File: config.mk
export PLATFORM = sky130hd
export DESIGN_NAME = spdb_top
export DESIGN_NICKNAME = d
export VERILOG_FILES = /design/src/spdb_pkg.sv /design/src/spdb_top.sv
export SDC_FILE = /design/constraint.sdc
export NUM_CORES = 1
export LEC_CHECK = 0
export ABC_AREA = 1
export BUFFER_PORTS_ARGS = -buffer_cell sky130_fd_sc_hd__buf_2
export CORE_ASPECT_RATIO = 0.9
export CORE_MARGIN = 2
export CORE_UTILIZATION = 45
export CTS_BUF_LIST = sky130_fd_sc_hd__clkbuf_4 sky130_fd_sc_hd__clkbuf_8 sky130_fd_sc_hd__clkbuf_16
export DETAILED_ROUTE_END_ITERATION = 6
export GPL_ROUTABILITY_DRIVEN = 0
export PLACE_DENSITY = 0.73
export RECOVER_POWER = 50
export SYNTH_ARGS = -nofsm -noshare
export SYNTH_HDL_FRONTEND = slang
export SYNTH_SLANG_ARGS = --single-unit
File: constraint.sdc
create_clock -name aclk -period 2 [get_ports aclk]
set_input_delay 0.4 -clock aclk [delete_from_list [all_inputs] [get_ports aclk]]
set_output_delay 0.4 -clock aclk [all_outputs]
set_load 0.02 [all_outputs]
File: src/spdb_pkg.sv
// constants and types of the serial port data buffer block
`default_nettype none
package spdb_pkg;
  // ************************************************************
  // register indices (byte address is four times the index)
  // ************************************************************
  localparam logic [3:0] IDX_RXL   = 4'h0;
  localparam logic [3:0] IDX_RXH   = 4'h1;
  localparam logic [3:0] IDX_TXL   = 4'h2;
  localparam logic [3:0] IDX_TXH   = 4'h3;
  localparam logic [3:0] IDX_STAT  = 4'h4;
  localparam logic [3:0] IDX_IRQ_AND_LINE_CTRL = 4'h5;
  localparam logic [3:0] IDX_RX_TX_ENABLE_CTRL = 4'h6;
  localparam logic [3:0] IDX_FRAME_FORMAT_CTRL = 4'h7;
  localparam logic [3:0] IDX_BAUD  = 4'h8;
  localparam logic [3:0] IDX_DBG   = 4'hB;
  localparam logic [3:0] IDX_EV    = 4'hC;
  localparam logic [3:0] IDX_TXPL  = 4'hD;
  localparam logic [3:0] IDX_RXPL  = 4'hE;
  localparam int         ADDR_LSB  = 2;
  // ************************************************************
  // field positions
  // ************************************************************
  localparam int RXEN_BIT  = 7;
  localparam int TXEN_BIT  = 6;
  localparam int RXMODE_LO = 1;
  localparam int PMODE_LO  = 4;
  localparam int CMODE_LO  = 6;
  localparam int RXC_BIT   = 7;
  localparam int OVF_BIT   = 6;
  localparam int DRE_BIT   = 5;
  localparam int FRAME_ERROR_FLAG_BIT  = 2;
  localparam int PARITY_ERROR_FLAG_BIT  = 1;
  localparam int D8_BIT    = 0;
  // ************************************************************
  // encodings and reset values
  // ************************************************************
  localparam logic [2:0] CH_5   = 3'h0;
  localparam logic [2:0] CH_6   = 3'h1;
  localparam logic [2:0] CH_7   = 3'h2;
  localparam logic [2:0] CH_9L  = 3'h6;
  localparam logic [2:0] CH_9H  = 3'h7;
  localparam logic [1:0] RXM_LIN = 2'h3;
  localparam logic [1:0] CM_SPI  = 2'h3;
  localparam logic [1:0] PM_OFF  = 2'h0;
  localparam logic [1:0] RESP_OK  = 2'h0;
  localparam logic [1:0] RESP_ERR = 2'h2;
  localparam logic [7:0] RST_BYTE = 8'h00;
  localparam logic [1:0] RXQ_DEPTH = 2'h2;
  // ************************************************************
  // carriers
  // ************************************************************
  typedef struct packed {
    logic [8:0] data;
    logic       stop1;
    logic       parity_error_flag;
    logic       pid;
  } spdb_rx_in_type;
  typedef struct packed {
    logic [8:0] data;
    logic       frame_error_flag;
    logic       parity_error_flag;
    logic       pid;
    logic       ovf;
  } spdb_rx_ent_type;
  typedef struct packed {
    logic [7:0]  irq_and_line_ctrl;
    logic [7:0]  rx_tx_enable_ctrl;
    logic [7:0]  frame_format_ctrl;
    logic [15:0] baud;
    logic        dbgrun;
    logic        evin;
    logic [7:0]  txpl;
    logic [6:0]  rxpl;
  } spdb_cfg_type;
endpackage : spdb_pkg
`default_nettype wire

File: src/spdb_top.sv
// serial port data buffers with an AXI4-Lite register slave
// Operation
// two-entry receive queue, flags per entry
// low byte read pops oldest character
// software reads high byte before low
// receive-complete shows unread data; disable flushes
// overflow when full, waiting character, start
// error flags follow queue head until popped
// frame error from first stop bit only
// parity error only with checking enabled
// LIN mode parity flag covers identifier
// LIN mode bit 0 marks response space
// bit 0 holds ninth data bit
// unused upper bits ignored and zeroed
// transmit write accepted only while empty
// holding register moves to empty shifter; code passes the old hold_r value when the shifter is ready at once
// software writes ninth bit before low
// sync host mode ignores ninth, error flags (code drops only the transmit ninth; received ninth still reads in bit 0)
// data registers reset to zero
// empty flag set at reset, cleared on write
// empty-queue read changes nothing
//
// Implementation choice: the AXI4-Lite slave port.
`default_nettype none
module spdb_top
  import spdb_pkg::*;
#(
  parameter int AW = 6
) (
  // clock and reset
  input  wire logic           aclk,
  input  wire logic           aresetn,
  // axi write address and data
  input  wire logic [AW-1:0]  awaddr,
  input  wire logic           awvalid,
  output logic                awready,
  input  wire logic [31:0]    wdata,
  input  wire logic [3:0]     wstrb,
  input  wire logic           wvalid,
  output logic                wready,
  // axi write response
  output logic                bvalid,
  output logic [1:0]          bresp,
  input  wire logic           bready,
  // axi read
  input  wire logic [AW-1:0]  araddr,
  input  wire logic           arvalid,
  output logic                arready,
  output logic [31:0]         rdata,
  output logic [1:0]          rresp,
  output logic                rvalid,
  input  wire logic           rready,
  // characters from the receive shifter
  input  wire spdb_rx_in_type rx_in,
  input  wire logic           rx_in_valid,
  output logic                rx_in_ready,
  input  wire logic           rx_start,
  // characters to the transmit shifter
  output logic [8:0]          tx_out_data,
  output logic                tx_out_valid,
  input  wire logic           tx_out_ready,
  // configuration to the rest of the port
  output spdb_cfg_type        cfg
);
  // ************************************************************
  // helpers
  // ************************************************************
  function automatic logic [8:0] size_mask(input logic [8:0] d,
                                           input logic [2:0] cs);
    logic [8:0] m;
    m = 9'h0FF;
    case (cs)
      CH_5:    m = 9'h01F;
      CH_6:    m = 9'h03F;
      CH_7:    m = 9'h07F;
      CH_9L,
      CH_9H:   m = 9'h1FF;
      default: m = 9'h0FF;
    endcase
    return d & m;
  endfunction : size_mask

  function automatic logic mapped(input logic [3:0] idx);
    logic ok;
    ok = 1'b1;
    case (idx)
      4'h9, 4'hA, 4'hF: ok = 1'b0;
      default:          ok = 1'b1;
    endcase
    return ok;
  endfunction : mapped

  // ************************************************************
  // state
  // ************************************************************
  spdb_rx_ent_type q_r [2];
  logic [1:0]      cnt_r;
  logic [1:0]      cnt_nxt;
  logic            ovf_pend_r;
  logic [7:0]      hold_r;
  logic            tx_d8_r;
  logic            tx_empty_r;
  logic            tx_empty_nxt;
  logic [AW-1:0]   awaddr_r;
  logic [31:0]     wdata_r;
  logic [3:0]      wstrb_r;
  logic            rxen;
  logic            txen;
  logic            lin;
  logic            spi;
  logic            pen;
  logic [2:0]      character_size_field;
  logic            push;
  logic            pop;
  logic            rd_go;
  logic [3:0]      rd_idx;
  logic            wr_go;
  logic [3:0]      wr_idx;
  logic            wr_b0;
  logic            wr_b1;
  logic            tx_acc;
  logic            tx_move;
  logic            ovf_set;
  logic [7:0]      rxh;
  logic [31:0]     rd_word;
  spdb_rx_ent_type new_ent;

  assign rxen   = cfg.rx_tx_enable_ctrl[RXEN_BIT];
  assign txen   = cfg.rx_tx_enable_ctrl[TXEN_BIT];
  assign lin    = cfg.rx_tx_enable_ctrl[RXMODE_LO+:2] == RXM_LIN;
  assign spi    = cfg.frame_format_ctrl[CMODE_LO+:2] == CM_SPI;
  assign pen    = cfg.frame_format_ctrl[PMODE_LO+:2] != PM_OFF;
  assign character_size_field = cfg.frame_format_ctrl[2:0];

  // ************************************************************
  // bus decode
  // ************************************************************
  always_comb begin
    wr_go  = !awready && !wready && !bvalid;
    wr_idx = awaddr_r[ADDR_LSB+:4];
    wr_b0  = wr_go && wstrb_r[0];
    wr_b1  = wr_go && wstrb_r[1];
    tx_acc = wr_b0 && wr_idx == IDX_TXL && tx_empty_r;
    rd_go  = arvalid && arready;
    rd_idx = araddr[ADDR_LSB+:4];
    pop    = rd_go && rd_idx == IDX_RXL && cnt_r != 2'h0;
    push   = rx_in_valid && rx_in_ready && rxen;
    tx_move = tx_out_valid && tx_out_ready;
  end

  // ************************************************************
  // write channel
  // ************************************************************
  always_ff @(posedge aclk) begin
    if (!aresetn) begin
      awready  <= 1'b1;
      awaddr_r <= '0;
    end else if (awvalid && awready) begin
      awready  <= 1'b0;
      awaddr_r <= awaddr;
    end else if (wr_go) begin
      awready  <= 1'b1;
    end
  end

  always_ff @(posedge aclk) begin
    if (!aresetn) begin
      wready  <= 1'b1;
      wdata_r <= '0;
      wstrb_r <= '0;
    end else if (wvalid && wready) begin
      wready  <= 1'b0;
      wdata_r <= wdata;
      wstrb_r <= wstrb;
    end else if (wr_go) begin
      wready  <= 1'b1;
    end
  end

  always_ff @(posedge aclk) begin
    if (!aresetn) begin
      bvalid <= 1'b0;
      bresp  <= RESP_OK;
    end else if (wr_go) begin
      bvalid <= 1'b1;
      bresp  <= mapped(wr_idx) ? RESP_OK : RESP_ERR;
    end else if (bready) begin
      bvalid <= 1'b0;
    end
  end

  // ************************************************************
  // configuration registers
  // ************************************************************
  always_ff @(posedge aclk) begin
    if (!aresetn) begin
      cfg <= '0;
    end else begin
      if (wr_b0) begin
        case (wr_idx)
          IDX_IRQ_AND_LINE_CTRL: cfg.irq_and_line_ctrl <= wdata_r[7:0];
          IDX_RX_TX_ENABLE_CTRL: cfg.rx_tx_enable_ctrl <= wdata_r[7:0];
          IDX_FRAME_FORMAT_CTRL: cfg.frame_format_ctrl <= wdata_r[7:0];
          IDX_BAUD:  cfg.baud[7:0] <= wdata_r[7:0];
          IDX_DBG:   cfg.dbgrun <= wdata_r[0];
          IDX_EV:    cfg.evin <= wdata_r[0];
          IDX_TXPL:  cfg.txpl <= wdata_r[7:0];
          IDX_RXPL:  cfg.rxpl <= wdata_r[6:0];
          default:   cfg.irq_and_line_ctrl <= cfg.irq_and_line_ctrl;
        endcase
      end
      if (wr_b1 && wr_idx == IDX_BAUD) begin
        cfg.baud[15:8] <= wdata_r[15:8];
      end
    end
  end

  // ************************************************************
  // receive queue
  // ************************************************************
  always_comb begin
    new_ent.data = size_mask(rx_in.data, character_size_field);
    new_ent.frame_error_flag = !rx_in.stop1;
    new_ent.parity_error_flag = rx_in.parity_error_flag;
    new_ent.pid  = rx_in.pid;
    new_ent.ovf  = ovf_pend_r | ovf_set;
    cnt_nxt = cnt_r;
    if (!rxen) begin
      cnt_nxt = 2'h0;
    end else if (push && !pop) begin
      cnt_nxt = cnt_r + 2'h1;
    end else if (pop && !push) begin
      cnt_nxt = cnt_r - 2'h1;
    end
  end

  always_ff @(posedge aclk) begin
    if (!aresetn) begin
      cnt_r       <= 2'h0;
      rx_in_ready <= 1'b0;
    end else begin
      cnt_r       <= cnt_nxt;
      rx_in_ready <= rxen && cnt_nxt != RXQ_DEPTH;
    end
  end

  // entry 0 is always the oldest character
  always_ff @(posedge aclk) begin
    if (!aresetn) begin
      q_r[0] <= '0;
      q_r[1] <= '0;
    end else if (pop && push) begin
      if (cnt_r == RXQ_DEPTH) begin
        q_r[0] <= q_r[1];
        q_r[1] <= new_ent;
      end else begin
        q_r[0] <= new_ent;
      end
    end else if (pop) begin
      q_r[0] <= q_r[1];
    end else if (push) begin
      if (cnt_r == 2'h0) begin
        q_r[0] <= new_ent;
      end else begin
        q_r[1] <= new_ent;
      end
    end
  end

  // overflow rides on the character that was waiting
  assign ovf_set = rxen && cnt_r == RXQ_DEPTH && rx_in_valid
                   && rx_start;

  always_ff @(posedge aclk) begin
    if (!aresetn) begin
      ovf_pend_r <= 1'b0;
    end else if (!rxen) begin
      ovf_pend_r <= 1'b0;
    end else if (ovf_set) begin
      ovf_pend_r <= 1'b1;
    end else if (push) begin
      ovf_pend_r <= 1'b0;
    end
  end

  // ************************************************************
  // transmit holding register
  // ************************************************************
  always_comb begin
    tx_empty_nxt = tx_empty_r;
    if (tx_acc) begin
      tx_empty_nxt = 1'b0;
    end else if (tx_move) begin
      tx_empty_nxt = 1'b1;
    end
  end

  always_ff @(posedge aclk) begin
    if (!aresetn) begin
      tx_empty_r <= 1'b1;
      hold_r     <= RST_BYTE;
    end else begin
      tx_empty_r <= tx_empty_nxt;
      if (tx_acc) begin
        hold_r <= wdata_r[7:0];
      end
    end
  end

  // ninth bit may land before the low byte, or after it only while the shifter stalls
  always_ff @(posedge aclk) begin
    if (!aresetn) begin
      tx_d8_r <= 1'b0;
    end else if (wr_b0 && wr_idx == IDX_TXH) begin
      tx_d8_r <= wdata_r[0];
    end
  end

  // a pending character still leaves after the enable drops
  always_ff @(posedge aclk) begin
    if (!aresetn) begin
      tx_out_valid <= 1'b0;
      tx_out_data  <= '0;
    end else begin
      tx_out_valid <= !tx_empty_nxt && (txen || tx_out_valid);
      tx_out_data  <= size_mask({tx_d8_r & !spi, hold_r},
                                character_size_field);
    end
  end

  // ************************************************************
  // read channel
  // ************************************************************
  always_comb begin
    rxh = 8'h00;
    if (cnt_r != 2'h0) begin
      rxh[RXC_BIT]  = 1'b1;
      rxh[OVF_BIT]  = q_r[0].ovf && !spi;
      rxh[FRAME_ERROR_FLAG_BIT] = q_r[0].frame_error_flag && !spi;
      rxh[PARITY_ERROR_FLAG_BIT] = q_r[0].parity_error_flag && (pen || lin)
                      && !spi;
      rxh[D8_BIT]   = lin ? !q_r[0].pid : q_r[0].data[8];
    end
    rd_word = 32'h0000_0000;
    case (rd_idx)
      IDX_RXL:   rd_word[7:0] = (cnt_r != 2'h0) ? q_r[0].data[7:0]
                                                  : RST_BYTE;
      IDX_RXH:   rd_word[7:0] = rxh;
      IDX_TXL:   rd_word[7:0] = hold_r;
      IDX_STAT: begin
        rd_word[RXC_BIT] = cnt_r != 2'h0;
        rd_word[DRE_BIT] = tx_empty_r;
      end
      IDX_IRQ_AND_LINE_CTRL: rd_word[7:0]  = cfg.irq_and_line_ctrl;
      IDX_RX_TX_ENABLE_CTRL: rd_word[7:0]  = cfg.rx_tx_enable_ctrl;
      IDX_FRAME_FORMAT_CTRL: rd_word[7:0]  = cfg.frame_format_ctrl;
      IDX_BAUD:  rd_word[15:0] = cfg.baud;
      IDX_DBG:   rd_word[0]    = cfg.dbgrun;
      IDX_EV:    rd_word[0]    = cfg.evin;
      IDX_TXPL:  rd_word[7:0]  = cfg.txpl;
      IDX_RXPL:  rd_word[6:0]  = cfg.rxpl;
      default:   rd_word       = 32'h0000_0000;
    endcase
  end

  always_ff @(posedge aclk) begin
    if (!aresetn) begin
      arready <= 1'b1;
      rvalid  <= 1'b0;
      rdata   <= '0;
      rresp   <= RESP_OK;
    end else if (rd_go) begin
      arready <= 1'b0;
      rvalid  <= 1'b1;
      rdata   <= rd_word;
      rresp   <= mapped(rd_idx) ? RESP_OK : RESP_ERR;
    end else if (rvalid && rready) begin
      arready <= 1'b1;
      rvalid  <= 1'b0;
    end
  end

  // ************************************************************
  // checks
  // ************************************************************
  property p_depth;
    @(posedge aclk) disable iff (!aresetn)
    cnt_r <= RXQ_DEPTH && !(cnt_r == RXQ_DEPTH && rx_in_ready);
  endproperty
  a_depth: assert property (p_depth)
    else $error("receive queue over depth");

  property p_pop;
    @(posedge aclk) disable iff (!aresetn)
    pop && !push && rxen |=> cnt_r == $past(cnt_r) - 2'h1;
  endproperty
  a_pop: assert property (p_pop)
    else $error("low byte read did not advance queue");

  property p_flush;
    @(posedge aclk) disable iff (!aresetn)
    !rxen |=> cnt_r == 2'h0 && !rx_in_ready;
  endproperty
  a_flush: assert property (p_flush)
    else $error("queue not flushed by disable");

  property p_ovf;
    @(posedge aclk) disable iff (!aresetn)
    ovf_set |=> ovf_pend_r;
  endproperty
  a_ovf: assert property (p_ovf)
    else $error("overflow not recorded");

  property p_empty_read;
    @(posedge aclk) disable iff (!aresetn)
    rd_go && rd_idx == IDX_RXL && cnt_r == 2'h0 |=> cnt_r == 2'h0
      || $past(push);
  endproperty
  a_empty_read: assert property (p_empty_read)
    else $error("empty read changed queue");

  property p_dre_clear;
    @(posedge aclk) disable iff (!aresetn)
    tx_acc |=> !tx_empty_r && hold_r == $past(wdata_r[7:0]);
  endproperty
  a_dre_clear: assert property (p_dre_clear)
    else $error("accepted write did not fill holding register");

  property p_discard;
    @(posedge aclk) disable iff (!aresetn)
    wr_b0 && wr_idx == IDX_TXL && !tx_empty_r |=> $stable(hold_r);
  endproperty
  a_discard: assert property (p_discard)
    else $error("write while full was not discarded");

  property p_move;
    @(posedge aclk) disable iff (!aresetn)
    tx_move |=> tx_empty_r && !tx_out_valid;
  endproperty
  a_move: assert property (p_move)
    else $error("moved character left flag clear");

  property p_reset;
    @(posedge aclk)
    !aresetn |=> tx_empty_r && cnt_r == 2'h0 && !tx_out_valid
                 && hold_r == RST_BYTE && !tx_d8_r;
  endproperty
  a_reset: assert property (p_reset)
    else $error("wrong state after reset");
endmodule : spdb_top
`default_nettype wire

==> results.md <==
- Syn Inst Count: 880
- Antenna diodes: 0
- Critical path class: reg2reg
- M1 WL: 8306 um
- Period utilization: 93.49%
- H-tree depth: 4
- Worst Clk Skew: 0.008864 ns
- Vias in the first global route: 5751
- Place WS: 0.04181 ns
- Starting Density: 45.61%
- Fin Hold WS: 0.1909 ns
- Post-synthesis simple-gate area fraction: 23.32%
- GRT Total Usage: 24.21%
- Yosys warns: 0
- Crit path max-delay cell type: dfxtp_1
- Post-Route WL: 19080 um
- Sequential fraction of the synthesis area: 49.58%
- Status: finished clean
- First-pass GRT wire length: 29640 um
- Critical Path Source Type: register
- Final hold violations: 0
- Highest clock rate: 0.5348 GHz
- Average wire per standard cell: 15.41 um
- Num CTS Buffers: 17
- Bufs on Longest Clock Path: 2
- # rows: 42
- Syn_area_per_cell: 7.571 um2
- DRT Pass-1 Iters: 6
- LEAKAGE: 3.627 nW
- Commonest non-fill, non-tap cell in the layout: nand2_1
- CTS tree: done
- Drt drc: 0
- Hold Crit Start: awvalid
- Final ANT Viol Nets: 0
- CP peak stage delay: 0.33 ns
- Worst path required time: 2.14 ns
- Worst-path cell chain: inv_1 > ha_1 > inv_2 > nand2_4 > nor2_8 > buf_4 > a21oi_1 > nand2_1 > buf_12
- Post-synthesis mux area share: 0%
- Slew HR: 36.48%
- Detailed Route Iter0 Violations: 585
- Hold buffers post-CTS: 0
- CTS root buf: clkbuf_16
- Synth Area in Adders: 0.3756%
- Fillers: 1451
- Clk_lat worst skew: 0.43 ns
- Post-DP HPWL: 13610 um
- P per Cell Area: 861.0 nW/um2
- Layout cell share with drive strength beyond 1: 13.94%
- Final Total Pwr: 6.985 mW
- I/O Pins: 179
- Slew @ Worst Pin: 0.9528 ns
- Worst Setup Slack, final: 0.1302 ns
- Yosys cell types: 37
- Maximum VDD drop: 0.6338 mV
- Largest net degree at the start of global routing: 107
- Initial antenna violation count: 0
- Cell Area, Synth: 6663 um2
- Hold Crit Class: in2reg
- Worst flop-to-flop path startpoint: cnt_r[0]$_SDFF_PN0_
- Xor and xnor fraction of the mapped netlist area: 0%
- Final Slew Violations: 0
- Area grow syn2layout: 21.77%
- Nets: 1100
- Max cap viols: 0
- Uppermost layer routed: met4
- Via density: 5.057
- Met2 wire len: 8432 um
- Crit path from: cnt_r[0]$_SDFF_PN0_
- Synth Area in Compound Gates: 16.98%
- GRT overflow: 0
- Clock sink count: 152
- Die W: 132.3 um
- Minimum clock period: 1.870 ns
- Arrival time at the worst endpoint: 2.01 ns
- IO buf count: 138
- Largest family of logic cells by synthesized area: simple AND/OR/NAND/NOR gates
- Setup_tns: 0 ns
- Flops & latches, synth: 152
- Met3 wire len: 1703 um
- CP Capture Type: register
- CTS clock-pin slew for the worst setup and hold paths: 0.06 ns
- CP Max Fanout: 13
- DIE HEIGHT: 119.4 um
- Most frequent cells in the layout: nand2_1, dfxtp_1, o21ai_0
- RSZ-0062 raised after global routing: false
- Core area: 14610 um2
- Vias: 6260
- Die area: 15800 um2
- Final setup viols: 0
[cells in the mapped netlist, drive strengths merged]
master  instances  area share, %
o21ai         123            9.5
conb            1          0.056
buf            35            3.5
nor3b           1           0.11
nand3          32            2.9
nand4           2           0.19
dfxtp         126             38
ha              2           0.38
a31oi           1          0.094
a21oi          95            7.1
or2             1          0.094
nor4            3           0.38
inv            92            5.2
nand2         202             12
clkbuf         15           0.86
nor3            5           0.38
nor2          115            7.6
a211oi          1           0.11
clkinv          1          0.056
o211ai          1           0.11
edfxtp         26             12
[cells by family after synthesis]
group / Yosys count
other: 1
AOI/OAI and AO/OA: 221
buffers and inverters: 143
DFF: 152
adders and majority gates: 2
and+or+nand+nor: 361
[critical path, delay by kind of cell (launching register included)]
kind            cells  cell delay (ns)
buf+inv             4             0.48
simple gates        3             0.44
flops               1             0.33
fa+ha+maj           1             0.24
compound gates      1             0.10
[metal layers]
layer	vias up	track usage (%)
met3	47	8.046
met5	-	0
met2	279	36.26
met1	2821	32.23
li1	3113	-
met4	0	9.812
[worst paths after layout]
kind | endpoint | slack, ns | cells past startpoint
worst max-delay path | q_r[0][13]$_DFFE_PP_ | 0.13 | 9
worst min-delay path | awready$_SDFFE_PN1P_ | 0.19 | 2
worst max register to register | q_r[0][13]$_DFFE_PP_ | 0.13 | 9
worst min register to register | tx_out_data[3]$_SDFF_PN0_ | 0.45 | 2
[timing repair]
action,CTS,global route
gates resized for setup,0,6
endpoints found under the setup margin,0,39
setup buffers,0,5
[state kept, by name (all words and copies together) (netlist names), 2 cells and up]
name / flops
cfg: 57
q_r: 26
rdata: 16
wdata_r: 16
tx_out_data: 9
hold_r: 8
awaddr_r: 4
cnt_r: 2
wstrb_r: 2
[where the power goes]
part	internal, mW	switching (mW)	total [mW]
logic	0.130	0.341	0.471
clock network	2.01	1.27	3.27
registers	3.19	0.0475	3.24
[stage by stage]
step | instance area (um2) | utilization [%] | cells
after floorplan | 6726 | - | 897
after global placement | 7543 | 51.64 | 1201
after detailed placement | 7543 | 51.64 | 1201
after CTS | 8152 | 55.80 | 1232
after global routing | 8113 | 55.53 | 1238
final | 8113 | 55.53 | 1238
[final cells by class]
| type | count | area (um2) | area share (%) |
|---|---|---|---|
| clock buffer | 21 | 490.5 | 6.046 |
| clock inverter | 10 | 117.6 | 1.450 |
| inverter | 93 | 351.6 | 4.334 |
| multi-input combinational | 603 | 2813 | 34.67 |
| sequential | 152 | 3303 | 40.72 |
| tap | 198 | 247.7 | 3.054 |
| timing repair buffer | 161 | 789.5 | 9.732 |
(Power assumes the default switching activity.)
